$ cat src/rtl/ucr_pkg.sv
// Constants, types and helpers for the per-channel register bank
// Summary of operation
// - Each channel has sixteen byte registers chosen by a four-bit address.
// - Addresses 0-7 hold the standard set, 8-15 the enhanced registers.
// - Divisor enable clear: address 0 reads receive byte, writes transmit byte.
// - Divisor enable set: addresses 0-2 reach divisor low, high, 4-bit fraction.
// - Divisor enable clear: address 1 is the interrupt enable register.
// - Divisor enable clear: address 2 reads interrupt status, writes FIFO control.
// - Address 3 is always line control; its bit 7 is divisor enable.
// - Address 4 is always modem control, read and write.
// - Address 5 reads the eight line status flags.
// - Address 6 reads modem status; writes set RS-485 delay and disables.
// - Address 7 is a scratch byte read back unchanged.
// - Address 9 is enhanced function; bit 4 gates enhanced fields.
// - Address 10 reads transmit FIFO level, writes transmit trigger level.
// - Address 11 reads receive FIFO level, writes receive trigger level.
// - Address 12 writes stop character 1, reads flow-control flags.
// - Addresses 13-15 write stop 2 and resume 1, 2; reads reserved.
// - Enhanced fields act only while the gate bit is set.
package ucr_pkg;

  // ****************************************
  // Register offsets
  // ****************************************
  localparam logic [3:0] ADDR_DATA      = 4'h0;
  localparam logic [3:0] ADDR_IE_DIVH   = 4'h1;
  localparam logic [3:0] ADDR_IS_DIVF   = 4'h2;
  localparam logic [3:0] ADDR_LINE_CTL  = 4'h3;
  localparam logic [3:0] ADDR_MODEM_CTL = 4'h4;
  localparam logic [3:0] ADDR_LINE_STAT = 4'h5;
  localparam logic [3:0] ADDR_MODEM_ST  = 4'h6;
  localparam logic [3:0] ADDR_SCRATCH   = 4'h7;
  localparam logic [3:0] ADDR_FEATURE   = 4'h8;
  localparam logic [3:0] ADDR_ENH_FUNC  = 4'h9;
  localparam logic [3:0] ADDR_TX_LEVEL  = 4'hA;
  localparam logic [3:0] ADDR_RX_LEVEL  = 4'hB;
  localparam logic [3:0] ADDR_STOP1     = 4'hC;
  localparam logic [3:0] ADDR_STOP2     = 4'hD;
  localparam logic [3:0] ADDR_RESUME1   = 4'hE;
  localparam logic [3:0] ADDR_RESUME2   = 4'hF;

  // ****************************************
  // Field positions and masks
  // ****************************************
  localparam int         DIV_EN_BIT     = 7;
  localparam int         GATE_BIT       = 4;
  localparam logic [7:0] FRACTION_MASK  = 8'h0F;
  localparam logic [7:0] IE_WRITE_MASK  = 8'hEF;
  localparam logic [7:0] IE_GATED       = 8'hE0;
  localparam logic [7:0] IS_GATED       = 8'h30;
  localparam logic [7:0] FC_GATED       = 8'h30;
  localparam logic [7:0] MC_GATED       = 8'hEC;
  localparam logic [7:0] MS_WRITE_MASK  = 8'hFC;
  localparam int         DLY_MSB        = 7;
  localparam int         DLY_LSB        = 4;
  localparam int         TX_DIS_BIT     = 3;
  localparam int         RX_DIS_BIT     = 2;
  localparam logic [7:0] RESERVED_READ  = 8'h00;

  // ****************************************
  // Reset values
  // ****************************************
  localparam logic [7:0] RST_BYTE       = 8'h00;
  localparam logic [3:0] RST_FLAGS      = 4'h0;

  typedef enum logic [4:0] {
    SEL_NONE      = 5'b00000,
    SEL_RX_HOLD   = 5'b00001,
    SEL_TX_HOLD   = 5'b00010,
    SEL_DIV_LOW   = 5'b00011,
    SEL_DIV_HIGH  = 5'b00100,
    SEL_DIV_FRAC  = 5'b00101,
    SEL_INT_EN    = 5'b00110,
    SEL_INT_STAT  = 5'b00111,
    SEL_FIFO_CTL  = 5'b01000,
    SEL_LINE_CTL  = 5'b01001,
    SEL_MODEM_CTL = 5'b01010,
    SEL_LINE_STAT = 5'b01011,
    SEL_MODEM_ST  = 5'b01100,
    SEL_RS485     = 5'b01101,
    SEL_SCRATCH   = 5'b01110,
    SEL_FEATURE   = 5'b01111,
    SEL_ENH_FUNC  = 5'b10000,
    SEL_TX_LEVEL  = 5'b10001,
    SEL_TX_TRIG   = 5'b10010,
    SEL_RX_LEVEL  = 5'b10011,
    SEL_RX_TRIG   = 5'b10100,
    SEL_FLAGS     = 5'b10101,
    SEL_STOP1     = 5'b10110,
    SEL_STOP2     = 5'b10111,
    SEL_RESUME1   = 5'b11000,
    SEL_RESUME2   = 5'b11001
  } ucr_sel_e;

  // Clears the gated bits of a byte while the enhanced gate is off
  function automatic logic [7:0] ucr_gate(input logic [7:0] val,
                                          input logic [7:0] mask,
                                          input logic       en);
    ucr_gate = en ? val : (val & ~mask);
  endfunction : ucr_gate

endpackage : ucr_pkg

$ cat src/rtl/ucr_bus_if.sv
// Internal carrier between the register bank and its decoder and flag keeper
interface ucr_bus_if;
  import ucr_pkg::*;
  logic [3:0] addr;
  logic       div_en;
  ucr_sel_e   rd_sel;
  ucr_sel_e   wr_sel;
  logic [3:0] flag_set;
  logic       flag_clr;
  logic [3:0] flags;

  modport dec (input addr, input div_en, output rd_sel, output wr_sel);
  modport flg (input flag_set, input flag_clr, output flags);
  modport bank (output addr, output div_en, input rd_sel, input wr_sel,
                output flag_set, output flag_clr, input flags);
endinterface : ucr_bus_if

$ cat src/rtl/ucr_addr_decode.sv
// Address decoder: address plus divisor enable to read and write selects
module ucr_addr_decode
  import ucr_pkg::*;
(
  ucr_bus_if.dec bus
);

  always_comb begin
    bus.rd_sel = SEL_NONE;
    bus.wr_sel = SEL_NONE;
    case (bus.addr)
      ADDR_DATA: begin
        bus.rd_sel = bus.div_en ? SEL_DIV_LOW : SEL_RX_HOLD;
        bus.wr_sel = bus.div_en ? SEL_DIV_LOW : SEL_TX_HOLD;
      end
      ADDR_IE_DIVH: begin
        bus.rd_sel = bus.div_en ? SEL_DIV_HIGH : SEL_INT_EN;
        bus.wr_sel = bus.div_en ? SEL_DIV_HIGH : SEL_INT_EN;
      end
      ADDR_IS_DIVF: begin
        bus.rd_sel = bus.div_en ? SEL_DIV_FRAC : SEL_INT_STAT;
        bus.wr_sel = bus.div_en ? SEL_DIV_FRAC : SEL_FIFO_CTL;
      end
      ADDR_LINE_CTL: begin
        bus.rd_sel = SEL_LINE_CTL;
        bus.wr_sel = SEL_LINE_CTL;
      end
      ADDR_MODEM_CTL: begin
        bus.rd_sel = SEL_MODEM_CTL;
        bus.wr_sel = SEL_MODEM_CTL;
      end
      ADDR_LINE_STAT: begin
        bus.rd_sel = SEL_LINE_STAT;
      end
      ADDR_MODEM_ST: begin
        bus.rd_sel = SEL_MODEM_ST;
        bus.wr_sel = SEL_RS485;
      end
      ADDR_SCRATCH: begin
        bus.rd_sel = SEL_SCRATCH;
        bus.wr_sel = SEL_SCRATCH;
      end
      ADDR_FEATURE: begin
        bus.rd_sel = SEL_FEATURE;
        bus.wr_sel = SEL_FEATURE;
      end
      ADDR_ENH_FUNC: begin
        bus.rd_sel = SEL_ENH_FUNC;
        bus.wr_sel = SEL_ENH_FUNC;
      end
      ADDR_TX_LEVEL: begin
        bus.rd_sel = SEL_TX_LEVEL;
        bus.wr_sel = SEL_TX_TRIG;
      end
      ADDR_RX_LEVEL: begin
        bus.rd_sel = SEL_RX_LEVEL;
        bus.wr_sel = SEL_RX_TRIG;
      end
      ADDR_STOP1: begin
        bus.rd_sel = SEL_FLAGS;
        bus.wr_sel = SEL_STOP1;
      end
      ADDR_STOP2:   bus.wr_sel = SEL_STOP2;
      ADDR_RESUME1: bus.wr_sel = SEL_RESUME1;
      ADDR_RESUME2: bus.wr_sel = SEL_RESUME2;
      default: begin
        bus.rd_sel = SEL_NONE;
        bus.wr_sel = SEL_NONE;
      end
    endcase
  end

endmodule : ucr_addr_decode

$ cat src/rtl/ucr_channel_regs.sv
// Register bank of one UART channel behind the 4-bit host register port
module ucr_channel_regs
  import ucr_pkg::*;
(
  // Clock and reset
  input  wire logic       clk_i,
  input  wire logic       rst_i,
  // Host register port
  input  wire logic       cs_i,
  input  wire logic [3:0] addr_i,
  input  wire logic       rd_i,
  input  wire logic       wr_i,
  input  wire logic [7:0] wdata_i,
  output logic      [7:0] rdata_o,
  output logic            rdata_vld_o,
  // Status from the channel core
  input  wire logic [7:0] rx_data_i,
  input  wire logic [7:0] int_status_i,
  input  wire logic [7:0] line_status_i,
  input  wire logic [7:0] modem_status_i,
  input  wire logic [7:0] tx_fifo_level_i,
  input  wire logic [7:0] rx_fifo_level_i,
  input  wire logic [3:0] flow_event_i,
  // Data strobes to the channel core
  output logic      [7:0] tx_data_o,
  output logic            tx_push_o,
  output logic            rx_pop_o,
  output logic            fifo_control_wr_o,
  // Configuration to the channel core
  output logic      [7:0] divisor_low_o,
  output logic      [7:0] divisor_high_o,
  output logic      [3:0] divisor_fraction_o,
  output logic      [7:0] interrupt_enable_o,
  output logic      [7:0] fifo_control_o,
  output logic      [7:0] line_control_o,
  output logic      [7:0] modem_control_o,
  output logic      [3:0] rs485_delay_o,
  output logic            tx_disable_o,
  output logic            rx_disable_o,
  output logic      [7:0] feature_control_o,
  output logic      [7:0] enhanced_function_o,
  output logic      [7:0] tx_fifo_trigger_o,
  output logic      [7:0] rx_fifo_trigger_o,
  output logic      [7:0] stop_char_1_o,
  output logic      [7:0] stop_char_2_o,
  output logic      [7:0] resume_char_1_o,
  output logic      [7:0] resume_char_2_o
);

  // ****************************************
  // State
  // ****************************************
  typedef struct packed {
    logic [7:0] div_low;
    logic [7:0] div_high;
    logic [3:0] div_frac;
    logic [7:0] int_en;
    logic [7:0] fifo_ctl;
    logic [7:0] line_ctl;
    logic [7:0] modem_ctl;
    logic [3:0] rs485_dly;
    logic       tx_dis;
    logic       rx_dis;
    logic [7:0] scratch;
    logic [7:0] feature;
    logic [7:0] enh_func;
    logic [7:0] tx_trig;
    logic [7:0] rx_trig;
    logic [7:0] stop1;
    logic [7:0] stop2;
    logic [7:0] resume1;
    logic [7:0] resume2;
    logic [7:0] tx_data;
    logic       tx_push;
    logic       rx_pop;
    logic       fifo_wr;
    logic [7:0] rdata;
    logic       rvalid;
  } ucr_bank_s;

  localparam ucr_bank_s BANK_RESET = '{
    div_low:   RST_BYTE,
    div_high:  RST_BYTE,
    div_frac:  RST_BYTE[3:0],
    int_en:    RST_BYTE,
    fifo_ctl:  RST_BYTE,
    line_ctl:  RST_BYTE,
    modem_ctl: RST_BYTE,
    rs485_dly: RST_BYTE[3:0],
    tx_dis:    1'b0,
    rx_dis:    1'b0,
    scratch:   RST_BYTE,
    feature:   RST_BYTE,
    enh_func:  RST_BYTE,
    tx_trig:   RST_BYTE,
    rx_trig:   RST_BYTE,
    stop1:     RST_BYTE,
    stop2:     RST_BYTE,
    resume1:   RST_BYTE,
    resume2:   RST_BYTE,
    tx_data:   RST_BYTE,
    tx_push:   1'b0,
    rx_pop:    1'b0,
    fifo_wr:   1'b0,
    rdata:     RST_BYTE,
    rvalid:    1'b0
  };

  ucr_bank_s state_ff;
  ucr_bank_s nxt_state;

  logic       rd_hit;
  logic       wr_hit;
  logic       gate_on;
  logic       wr_gate;
  logic [7:0] rd_val;

  ucr_bus_if bus ();

  // ****************************************
  // Decoder and flag keeper
  // ****************************************
  assign bus.addr     = addr_i;
  assign bus.div_en   = state_ff.line_ctl[DIV_EN_BIT];
  assign bus.flag_set = flow_event_i;
  assign bus.flag_clr = rd_hit && (bus.rd_sel == SEL_FLAGS);

  ucr_addr_decode u_decode (
    .bus (bus.dec)
  );

  ucr_flow_flags u_flags (
    .clk_i (clk_i),
    .rst_i (rst_i),
    .bus   (bus.flg)
  );

  assign rd_hit  = cs_i && rd_i;
  assign wr_hit  = cs_i && wr_i;
  assign gate_on = state_ff.enh_func[GATE_BIT];
  // Stored gate decides; a write to the gate acts from the next access
  assign wr_gate = gate_on;

  // ****************************************
  // Read multiplexer
  // ****************************************
  always_comb begin
    rd_val = RESERVED_READ;
    case (bus.rd_sel)
      SEL_RX_HOLD:   rd_val = rx_data_i;
      SEL_DIV_LOW:   rd_val = state_ff.div_low;
      SEL_DIV_HIGH:  rd_val = state_ff.div_high;
      SEL_DIV_FRAC:  rd_val = {4'h0, state_ff.div_frac};
      SEL_INT_EN:    rd_val = state_ff.int_en;
      SEL_INT_STAT:  rd_val = ucr_gate(int_status_i, IS_GATED, gate_on);
      SEL_LINE_CTL:  rd_val = state_ff.line_ctl;
      SEL_MODEM_CTL: rd_val = state_ff.modem_ctl;
      SEL_LINE_STAT: rd_val = line_status_i;
      SEL_MODEM_ST:  rd_val = modem_status_i;
      SEL_SCRATCH:   rd_val = state_ff.scratch;
      SEL_FEATURE:   rd_val = state_ff.feature;
      SEL_ENH_FUNC:  rd_val = state_ff.enh_func;
      SEL_TX_LEVEL:  rd_val = tx_fifo_level_i;
      SEL_RX_LEVEL:  rd_val = rx_fifo_level_i;
      SEL_FLAGS:     rd_val = {4'h0, bus.flags};
      default:       rd_val = RESERVED_READ;
    endcase
  end

  // ****************************************
  // Next state
  // ****************************************
  always_comb begin
    nxt_state         = state_ff;
    nxt_state.tx_push = 1'b0;
    nxt_state.fifo_wr = 1'b0;
    nxt_state.rx_pop  = rd_hit && (bus.rd_sel == SEL_RX_HOLD);
    nxt_state.rvalid  = rd_hit;
    if (rd_hit) begin
      nxt_state.rdata = rd_val;
    end
    if (wr_hit) begin
      case (bus.wr_sel)
        SEL_TX_HOLD: begin
          nxt_state.tx_data = wdata_i;
          nxt_state.tx_push = 1'b1;
        end
        SEL_DIV_LOW:   nxt_state.div_low  = wdata_i;
        SEL_DIV_HIGH:  nxt_state.div_high = wdata_i;
        SEL_DIV_FRAC:  nxt_state.div_frac = wdata_i[3:0] & FRACTION_MASK[3:0];
        SEL_INT_EN: begin
          nxt_state.int_en = ucr_gate(wdata_i & IE_WRITE_MASK, IE_GATED, wr_gate);
        end
        SEL_FIFO_CTL: begin
          nxt_state.fifo_ctl = ucr_gate(wdata_i, FC_GATED, wr_gate);
          nxt_state.fifo_wr  = 1'b1;
        end
        SEL_LINE_CTL:  nxt_state.line_ctl = wdata_i;
        SEL_MODEM_CTL: begin
          nxt_state.modem_ctl = ucr_gate(wdata_i, MC_GATED, wr_gate);
        end
        SEL_RS485: begin
          // Whole write byte is enhanced; ignored while the gate is off
          if (wr_gate) begin
            nxt_state.rs485_dly = wdata_i[DLY_MSB:DLY_LSB];
            nxt_state.tx_dis    = wdata_i[TX_DIS_BIT];
            nxt_state.rx_dis    = wdata_i[RX_DIS_BIT];
          end
        end
        SEL_SCRATCH:  nxt_state.scratch  = wdata_i;
        SEL_FEATURE:  nxt_state.feature  = wdata_i;
        SEL_ENH_FUNC: nxt_state.enh_func = wdata_i;
        SEL_TX_TRIG:  nxt_state.tx_trig  = wdata_i;
        SEL_RX_TRIG:  nxt_state.rx_trig  = wdata_i;
        SEL_STOP1:    nxt_state.stop1    = wdata_i;
        SEL_STOP2:    nxt_state.stop2    = wdata_i;
        SEL_RESUME1:  nxt_state.resume1  = wdata_i;
        SEL_RESUME2:  nxt_state.resume2  = wdata_i;
        default:      nxt_state.scratch  = state_ff.scratch;
      endcase
    end
    // Dropping the gate clears every gated field so none stays in force
    if (!nxt_state.enh_func[GATE_BIT]) begin
      nxt_state.int_en    = ucr_gate(nxt_state.int_en, IE_GATED, 1'b0);
      nxt_state.fifo_ctl  = ucr_gate(nxt_state.fifo_ctl, FC_GATED, 1'b0);
      nxt_state.modem_ctl = ucr_gate(nxt_state.modem_ctl, MC_GATED, 1'b0);
      nxt_state.rs485_dly = 4'h0;
      nxt_state.tx_dis    = 1'b0;
      nxt_state.rx_dis    = 1'b0;
    end
  end

  always_ff @(posedge clk_i) begin
    if (rst_i) begin
      state_ff <= BANK_RESET;
    end else begin
      state_ff <= nxt_state;
    end
  end

  // ****************************************
  // Outputs
  // ****************************************
  assign rdata_o             = state_ff.rdata;
  assign rdata_vld_o         = state_ff.rvalid;
  assign tx_data_o           = state_ff.tx_data;
  assign tx_push_o           = state_ff.tx_push;
  assign rx_pop_o            = state_ff.rx_pop;
  assign fifo_control_wr_o   = state_ff.fifo_wr;
  assign divisor_low_o       = state_ff.div_low;
  assign divisor_high_o      = state_ff.div_high;
  assign divisor_fraction_o  = state_ff.div_frac;
  assign interrupt_enable_o  = state_ff.int_en;
  assign fifo_control_o      = state_ff.fifo_ctl;
  assign line_control_o      = state_ff.line_ctl;
  assign modem_control_o     = state_ff.modem_ctl;
  assign rs485_delay_o       = state_ff.rs485_dly;
  assign tx_disable_o        = state_ff.tx_dis;
  assign rx_disable_o        = state_ff.rx_dis;
  assign feature_control_o   = state_ff.feature;
  assign enhanced_function_o = state_ff.enh_func;
  assign tx_fifo_trigger_o   = state_ff.tx_trig;
  assign rx_fifo_trigger_o   = state_ff.rx_trig;
  assign stop_char_1_o       = state_ff.stop1;
  assign stop_char_2_o       = state_ff.stop2;
  assign resume_char_1_o     = state_ff.resume1;
  assign resume_char_2_o     = state_ff.resume2;

endmodule : ucr_channel_regs

$ cat src/rtl/ucr_flow_flags.sv
// Sticky flow-control character flags, cleared by a host read
module ucr_flow_flags
  import ucr_pkg::*;
(
  input  wire logic  clk_i,
  input  wire logic  rst_i,
  ucr_bus_if.flg     bus
);

  typedef struct packed {
    logic [3:0] flags;
  } ucr_flg_s;

  ucr_flg_s state_ff;
  ucr_flg_s nxt_state;

  // A flag raised in the clearing cycle survives the read
  always_comb begin
    nxt_state       = state_ff;
    nxt_state.flags = (bus.flag_clr ? RST_FLAGS : state_ff.flags) | bus.flag_set;
  end

  always_ff @(posedge clk_i) begin
    if (rst_i) begin
      state_ff <= '{flags: RST_FLAGS};
    end else begin
      state_ff <= nxt_state;
    end
  end

  assign bus.flags = state_ff.flags;

endmodule : ucr_flow_flags

$ cat config.mk
export PLATFORM = sky130hd
export DESIGN_NAME = ucr_channel_regs
export DESIGN_NICKNAME = d
export VERILOG_FILES = /design/src/rtl/ucr_pkg.sv /design/src/rtl/ucr_bus_if.sv /design/src/rtl/ucr_addr_decode.sv /design/src/rtl/ucr_channel_regs.sv /design/src/rtl/ucr_flow_flags.sv
export SDC_FILE = /design/constraint.sdc
export NUM_CORES = 1
export LEC_CHECK = 0
export CAP_MARGIN = 20
export CORE_AREA = 2 2 169 171
export DETAILED_ROUTE_END_ITERATION = 12
export DIE_AREA = 0 0 171 173
export DONT_BUFFER_PORTS = 1
export PLACE_DENSITY_LB_ADDON = 0.1
export SLEW_MARGIN = 20
export SYNTH_ARGS = -nofsm -noshare
export SYNTH_HDL_FRONTEND = slang
export SYNTH_HIERARCHICAL = 1
export SYNTH_SLANG_ARGS = --single-unit
$ cat constraint.sdc
create_clock -name clk_i -period 4.05 [get_ports clk_i]
set_input_delay 0.405 -clock clk_i [delete_from_list [all_inputs] [get_ports clk_i]]
set_output_delay 0.405 -clock clk_i [all_outputs]
set_load 0.005 [all_outputs]
==> impl_metrics.toml, run 1 <==
[detailed_routing]
routed_wl_mm = 29.0
dr.pass1.iters = 5
dr_total_vias = 5740
ant_nets = 0
avgViaCountPerCell = 5.09
drtIter0Drc = 479
wl_per_cell_um = 25.7
drc_errors = 0

[cts]
cts_max_level = 4
cts_tree = "done"
cts_resized = 0
cts.sinks = 153
cts.reportedPaths.clkPinSlew_ns = 0.07
cts_hold_buf = 0
cts.path.max_buffers = 2
cts_buffers = 17
post_cts_buffers = 0
insertion_delay_ns = 0.44
cts-root-buf = "clkbuf_16"

[final_layout]
syn_to_final_growth_pct = -2.47
final.fill_count = 2993
final_layout_size_suffix_gt1_share_pct = 10.6
final_util_pct = 28.8
layout.nets = 802
multi_input_area_um2 = 3720
final-seq-area_um2 = 3060

[floorplanning]
core_um2 = 27600
rows = 61
die_area_um2 = 29600
floorplan.initialDensity_pct = 29.6
ioPinCount = 211
dieHeight_um = 173
fp.dieW_um = 171

[critical_path]
criticalPathCategory = "reg -> reg"
regToRegSetupSlack_ns = 0.91
critPathLaunchType = "register"
ff2ff_path_depth = 9
r2r-end = "rdata_o[5]$_SDFFE_PP0P_"
reg2reg_from = "line_control_o[7]$_SDFFE_PP0P_"
critPathArrivalTime_ns = 3.43
cp-end-kind = "register"
worstPathRequired_ns = 4.34
crit_fanout = 10

[synth]
synth_cells = 905
synth_top_area_share_pct = 37.5
synth_top_area_cell = "dfxtp_1"
synth_edf_count = 0
synth_nets = 974
syn_area_um2 = 8170
synthDistinctLibCells = 69
ys_ff_latch = 153
syn_area_per_cell_um2 = 9.03
yosys_warnings = 6
ys.flop_type = "dfxtp_1"
yosysSeqAreaShare_pct = 37.5
async_flop_share_pct = 0
synth.area.top_cells = "dfxtp_1, mux2i_1, buf_4"

[grt]
grt_pass1_wl_mm = 41.1
overflow = 0
antenna_found_initial = 3
grt_pass1_vias = 5630
track_usage_pct = 19.2
grt_max_degree = 132

[sta]
final.min_clock_period_ns = 3.14
tightest_slew_ns = 0.900
setup_ws_ns = 0.909
fmax_ghz = 0.318
rsz0062_at_grt = "false"
slew_headroom_pct = 39.7
slew_viol_final = 0
fin_skew_ns = 0.0169
setup_viol = 0
fin_crit_sh_pct = 77.6
final_hold_viol_count = 0
tns_ns = 0

[min_path]
hp-class = "in -> reg"
worstHoldPathCells = 1
min_to = "u_flags/bus.flags[2]$_SDFF_PP0_"
min_from = "rst_i"

[power]
power_density_nw_per_um2 = 426
ir_drop_v = 0.000222
p_leak_nw = 3.13

[placed_design]
gp_congestion = 0.951
place_ws_ns = 1.00
hpwl_mm = 20.9
port_buffers = 0

[outcome]
status = "finished clean"

[flow_run]
cap_violations = 0
## through the flow
step	cells	hold WS, ns	total power [mW]	instance area (um^2)
2_1_floorplan	905	0.426	1.81	8170
3_3_place_gp	1092	0.451	1.81	7360
3_5_place_dp	1092	0.456	1.82	7360
4_1_cts	1124	0.0352	3.45	7960
5_1_grt	1126	0.0251	3.54	7970
6_report	1127	0.0482	3.40	7970
## final cells by class
| cell class | instances | area share [%] |
|---|---|---|
| diodes | 3 | 0.0942 |
| flip-flops and latches | 153 | 38.4 |
| inverters | 9 | 0.424 |
| clock buffers | 17 | 5.34 |
| clock inverters | 15 | 2.20 |
| multi-input cells | 543 | 46.7 |
| repair buffers | 9 | 0.848 |
| well taps | 378 | 5.93 |
## power breakdown
part           total (mW)  internal, mW  switching, mW
clock network        1.61         0.835          0.778
registers            1.53          1.52         0.0128
logic               0.258        0.0927          0.165
## cells in the mapped netlist (all sizes together) (3+ instances only)
library cell and n:
and3 11, a22o 10, nor3 4, nor4 4
nor2 154, nand2b 11, and4 4, o211ai 3
nand2 28, mux2 14, o21ai 15, a22oi 4
nor2b 13, clkbuf 32, mux2i 133, and2 5
nor3b 3, buf 168, a32oi 17, nand4 8
dfxtp 153, a21oi 21, inv 9, nand3b 3
nand3 35, a221oi 5
## per-layer routing
layer	track usage, %	part of all wire (%)	wire length [um]	up-vias
met3	7.26	9.1	2630	29
li1	-	-	-	2657
met2	32.2	48	13800	231
met5	0	0	0	-
met4	5.76	2.4	699	0
met1	22.8	41	11800	2823
## placed cells by master (no fill, tap or decap), types with 4 or more instances in the layout
master / count
a21oi_1: 21
a221oi_1: 4
a22o_1: 10
a22oi_1: 4
a32oi_1: 17
and2_1: 5
and3_1: 11
and4_1: 4
buf_4: 9
clkbuf_16: 17
clkinv_8: 4
dfxtp_1: 153
inv_1: 8
inv_8: 6
mux2_2: 14
mux2i_1: 133
nand2_1: 27
nand2b_1: 11
nand3_1: 31
nand4_1: 8
nor2_1: 148
nor2_2: 4
nor2b_1: 11
o21ai_0: 11
o21ai_1: 4
## critical path: stages (launching register included)
cell and delay, ns:
dfxtp_1 0.44, or4_1 0.46, o32ai_1 0.19, nor4_2 0.10, buf_4 0.17, nor2b_1 0.50
a32oi_1 0.20, a22oi_1 0.30, or2_0 0.50, a2bb2oi_1 0.15
## cell families after synthesis
kind of cell           synth area share [%]
buffers and inverters                  17.1
multiplexers                           18.2
AO/OA/AOI/OAI                          8.65
flip-flops                             37.5
AND/OR/NAND/NOR                        18.4
other                                0.0459
XOR/XNOR                              0.107
## how the worst max path moves through the flow
| stage | from | end | slack [ns] | cells past startpoint |
|---|---|---|---|---|
| finish | line_control_o[7]$_SDFFE_PP0P_ | rdata_o[5]$_SDFFE_PP0P_ | 0.91 | 9 |
| global route | line_control_o[7]$_SDFFE_PP0P_ | rdata_o[5]$_SDFFE_PP0P_ | 0.77 | 9 |
| CTS | line_control_o[7]$_SDFFE_PP0P_ | rdata_o[1]$_SDFFE_PP0P_ | 1.03 | 9 |
| detailed placement | addr_i[0] | rdata_o[1]$_SDFFE_PP0P_ | 1.00 | 9 |
| global placement | addr_i[2] | rdata_o[2]$_SDFFE_PP0P_ | 1.06 | 8 |
| floorplan | addr_i[3] | rdata_o[4]$_SDFFE_PP0P_ | 1.28 | 11 |
(Power assumes the default switching activity.)
==> run 2: changes to the inputs <==
==> constraint.sdc (replaced) <==
create_clock -name clk_i -period 2.8 [get_ports clk_i]
set_input_delay 0.28 -clock clk_i [delete_from_list [all_inputs] [get_ports clk_i]]
set_output_delay 0.28 -clock clk_i [all_outputs]
set_load 0.005 [all_outputs]
==> impl_metrics.toml, run 2 (synthesis results as in run 1) <==
[outcome]
status = "finished clean"

[sta]
rsz0062_at_grt = "false"
slew_viol_final = 0
fin_skew_ns = 0.0147
fin_crit_sh_pct = 93.8
setup_viol = 0
tns_ns = 0
final_hold_viol_count = 0
final.min_clock_period_ns = 2.63
tightest_slew_ns = 1.10
slew_headroom_pct = 26.3
hold_ws_ns = 0.0198
fmax_ghz = 0.381

[detailed_routing]
dr.pass1.iters = 6
dr_total_vias = 5889
routed_wl_mm = 30.8
drc_errors = 0
ant_nets = 0
wl_per_cell_um = 26.3
drtIter0Drc = 371
avgViaCountPerCell = 5.04

[grt]
grt_busiest_layer = "met2"
track_usage_pct = 20.7
grt_max_degree = 129
antenna_found_initial = 0
grt_pass1_vias = 5889
overflow = 0
grt_pass1_wl_mm = 43.8
use_met2_pct = 35.2
grtUsageMet3_pct = 7.21
use_met1_pct = 25.3

[critical_path]
worstPathRequired_ns = 3.09
critPathArrivalTime_ns = 2.92
cp-end-kind = "register"
critPathLaunchType = "register"
criticalPathCategory = "reg -> reg"
crit_fanout = 20

[floorplanning]
die_area_um2 = 29600
core_um2 = 27600
ioPinCount = 211
dieHeight_um = 173
floorplan.initialDensity_pct = 29.6
rows = 61
fp.dieW_um = 171

[cts]
post_cts_buffers = 0
cts_resized = 0
cts.path.max_buffers = 2
cts.reportedPaths.clkPinSlew_ns = 0.07
cts_hold_buf = 18
cts_buffers = 17
cts-root-buf = "clkbuf_16"
cts_max_level = 4
insertion_delay_ns = 0.44
cts.sinks = 153
cts_tree = "done"

[power]
p_leak_nw = 3.36
power_density_nw_per_um2 = 603
ir_drop_v = 0.000294
power_mw = 5.07

[placed_design]
gp_congestion = 0.860
port_buffers = 0
hpwl_mm = 21.1

[final_layout]
layout.nets = 847
syn_to_final_growth_pct = 2.80
final.fill_count = 2944
layout_commonest_cell = "dfxtp_1"
antenna_cells = 0
mostFrequentLayoutCells = "dfxtp_1, nor2_1, mux2i_1"
final_layout_size_suffix_gt1_share_pct = 13.5

[flow_run]
cap_violations = 0

[min_path]
hp-class = "in -> reg"
## run 2: changes by cell type in the layout (fill, tap and decap cells not counted)
cell,change
buf_12,+4
nor2b_1,+1
inv_8,-3
buf_16,+1
diode_2,-3
dlygate4sd3_1,+16
inv_6,+4
nor2b_2,-1
clkinv_4,-1
buf_4,+24
## run 2: cell type report
type                       count  area [um^2]  area share [%]
inverter                       9         33.8           0.402
sequential                   153         3060            36.5
clock inverter                15          168            2.00
clock buffer                  17          425            5.06
tap                          378          473            5.63
timing repair buffer          54          515            6.14
multi-input combinational    543         3720            44.3
## run 2: worst max-delay path, stage by stage, from the launching register on
cell     delay, ns
dfxtp_1       0.33
or4_1         0.42
o32ai_1       0.16
nor4_2        0.12
buf_12        0.17
nor2b_1       0.43
a32oi_1       0.19
a22oi_1       0.26
or2_0         0.15
buf_4         0.16
a32oi_1       0.08
## run 2: final timing paths
kind | to | depth (start not counted) | slack (ns) | start
worst max register to register | rdata_o[7]$_SDFFE_PP0P_ | 10 | 0.17 | line_control_o[7]$_SDFFE_PP0P_
worst max-delay path | rdata_o[7]$_SDFFE_PP0P_ | 10 | 0.17 | line_control_o[7]$_SDFFE_PP0P_
worst min-delay path | resume_char_2_o[3]$_SDFFE_PP0P_ | 2 | 0.02 | wdata_i[3]
worst min register to register | u_flags/bus.flags[0]$_SDFF_PP0_ | 2 | 0.48 | u_flags/bus.flags[0]$_SDFF_PP0_
## run 2: layer usage
layer / share of wire [%] / wire [um]
met1: 42 / 12800
met2: 49 / 15000
met3: 8.5 / 2610
met4: 0.99 / 304
met5: 0 / 0
## run 2: power by group
group | switching, mW | internal, mW
Clock | 1.13 | 1.20
Sequential | 0.0182 | 2.19
Combinational | 0.333 | 0.186
Total | 1.49 | 3.58
## run 2: through the flow
stage / cell area [um^2] / setup slack [ns] / instances / utilization [%]
6_report: 8400 / 0.173 / 1169 / 30.4
5_1_grt: 8400 / 0.00742 / 1169 / 30.4
4_1_cts: 8400 / 0.212 / 1169 / 30.4
3_5_place_dp: 7600 / 0.143 / 1119 / 27.5
3_3_place_gp: 7600 / 0.223 / 1119 / 27.5
2_1_floorplan: 8170 / 0.159 / 905 / -
==> run 3: changes to the inputs <==
--- a/config.mk
+++ b/config.mk
@@ -7,6 +7,7 @@
 export LEC_CHECK = 0
 export CAP_MARGIN = 20
 export CORE_AREA = 2 2 169 171
+export CTS_BUF_LIST = sky130_fd_sc_hd__clkbuf_8
 export DETAILED_ROUTE_END_ITERATION = 12
 export DIE_AREA = 0 0 171 173
 export DONT_BUFFER_PORTS = 1
==> impl_metrics.toml, run 3 (synthesis results as in run 1) <==
[critical_path]
critPathLaunchType = "register"
worstPathCellList = "buf_4 -> nor2_1 -> o32ai_1 -> nor4_2 -> buf_12 -> nor3b_1 -> and3_1 -> a32oi_1 -> and3_1 -> a32oi_1"
cp-end-kind = "register"
crit_buf_inv = 2
worstPathRequired_ns = 3.19
critPathArrivalTime_ns = 2.97
ff2ff_path_depth = 10
r2r-end = "rdata_o[7]$_SDFFE_PP0P_"
crit_fanout = 20
slowest_delay_ns = 0.44
crit_slowest_cell = "nor4_2"
critPathTopFamily = "simple AND/OR/NAND/NOR gates"
criticalPathCategory = "reg -> reg"
regToRegSetupSlack_ns = 0.22
reg2reg_from = "line_control_o[7]$_SDFFE_PP0P_"

[detailed_routing]
dr.pass1.iters = 5
drc_errors = 0
drtIter0Drc = 414
wl_per_cell_um = 25.8
routed_wl_mm = 30.0
avgViaCountPerCell = 4.99
ant_nets = 0
dr_total_vias = 5819

[sta]
tns_ns = 0
slew_viol_final = 0
slew_headroom_pct = 26.8
fin_crit_sh_pct = 92.1
rsz0062_at_grt = "false"
final.min_clock_period_ns = 2.58
fmax_ghz = 0.388
fin_skew_ns = 0.0145
final_hold_viol_count = 0
setup_ws_ns = 0.220
tightest_slew_ns = 1.09
setup_viol = 0

[grt]
grt_pass1_vias = 5829
track_usage_pct = 20.2
grt_max_degree = 129
grt_pass1_wl_mm = 42.7
antenna_found_initial = 3
overflow = 0

[floorplanning]
floorplan.initialDensity_pct = 29.6
fp.dieW_um = 171
ioPinCount = 211
dieHeight_um = 173
core_um2 = 27600
die_area_um2 = 29600
rows = 61

[cts]
cts.path.max_buffers = 2
cts.reportedPaths.clkPinSlew_ns = 0.10
cts.sinks = 153
cts_buffers = 17
cts_tree = "done"
insertion_delay_ns = 0.48
cts-root-buf = "clkbuf_8"
cts_max_level = 4

[power]
power_density_nw_per_um2 = 547
power_mw = 4.48
p_leak_nw = 3.26
ir_drop_v = 0.000282

[min_path]
hp-class = "in -> reg"
worstHoldPathCells = 4
min_from = "wdata_i[4]"
min_to = "fifo_control_o[4]$_SDFFE_PP0P_"

[final_layout]
final_util_pct = 29.6
final_area_um2 = 8180
layout.nets = 842
final.fill_count = 2970
final_layout_size_suffix_gt1_share_pct = 14.4
syn_to_final_growth_pct = 0.153
mostFrequentLayoutCells = "dfxtp_1, nor2_1, mux2i_1"
layout_commonest_cell = "dfxtp_1"

[outcome]
status = "finished clean"

[placed_design]
place_ws_ns = 0.143
port_buffers = 0
hpwl_mm = 21.1
gp_congestion = 0.860
dpl-instance-area_um2 = 7600

[flow_run]
cap_violations = 0
-- run 3: cell types whose count changed in the layout (fill, tap and decap cells not counted), sizes merged --
cell | before | now
buf | 38 | 43
diode | 0 | 1
dlygate4sd3 | 16 | 6
-- run 3: layout make-up --
| type | instances | area, um^2 | area share (%) |
|---|---|---|---|
| antenna | 1 | 2.50 | 0.0306 |
| clock buffer | 17 | 234 | 2.86 |
| clock inverter | 15 | 168 | 2.05 |
| inverter | 9 | 33.8 | 0.413 |
| multi-input combinational | 543 | 3720 | 45.5 |
| sequential | 153 | 3060 | 37.4 |
| tap | 378 | 473 | 5.78 |
| timing repair buffer | 49 | 485 | 5.93 |
-- run 3: worst max-delay path by stage --
| stage | start | end | slack, ns | cells after the start |
|---|---|---|---|---|
| after CTS | line_control_o[7]$_SDFFE_PP0P_ | rdata_o[7]$_SDFFE_PP0P_ | 0.21 | 10 |
| after global placement | addr_i[2] | rdata_o[7]$_SDFFE_PP0P_ | 0.22 | 9 |
| after detailed placement | addr_i[0] | rdata_o[7]$_SDFFE_PP0P_ | 0.14 | 10 |
| final | line_control_o[7]$_SDFFE_PP0P_ | rdata_o[7]$_SDFFE_PP0P_ | 0.22 | 10 |
| after floorplan | addr_i[3] | rdata_o[4]$_SDFFE_PP0P_ | 0.16 | 11 |
| after global routing | line_control_o[7]$_SDFFE_PP0P_ | rdata_o[7]$_SDFFE_PP0P_ | 0.0007 | 10 |
-- run 3: power breakdown --
group,switching (mW),internal [mW]
Sequential,0.0181,2.19
Combinational,0.332,0.187
Clock,1.07,0.676
Total,1.42,3.06
-- run 3: routing by layer --
layer,vias to the layer above,GRT usage (%),share of wire (%)
met5,-,0,0.047
met4,2,5.97,1.9
met3,27,7.71,9.8
met2,240,33.7,48
met1,2824,23.8,40
li1,2726,-,-
-- run 3: what timing repair did --
action | 4_1_cts | 5_1_grt
endpoints found under the hold margin | 140 | 0
endpoints found under the setup margin | 0 | 1
buffers inserted | 0 | 0
gates resized for setup | 0 | 1
hold buffers | 13 | 0
-- run 3: through the flow --
| step | hold WS [ns] | cells |
|---|---|---|
| 6_report | 0.0722 | 1165 |
| 5_1_grt | 0.0876 | 1164 |
| 4_1_cts | 0.0505 | 1164 |
| 3_5_place_dp | 0.363 | 1119 |
| 3_3_place_gp | 0.363 | 1119 |
| 2_1_floorplan | 0.349 | 905 |
-- run 3: worst register-to-register path: stages (launching register included) --
cell and delay (ns):
dfxtp_1 0.35, buf_4 0.17, nor2_1 0.10, o32ai_1 0.09, nor4_2 0.44, buf_12 0.22
nor3b_1 0.25, and3_1 0.26, a32oi_1 0.16, and3_1 0.26, a32oi_1 0.20
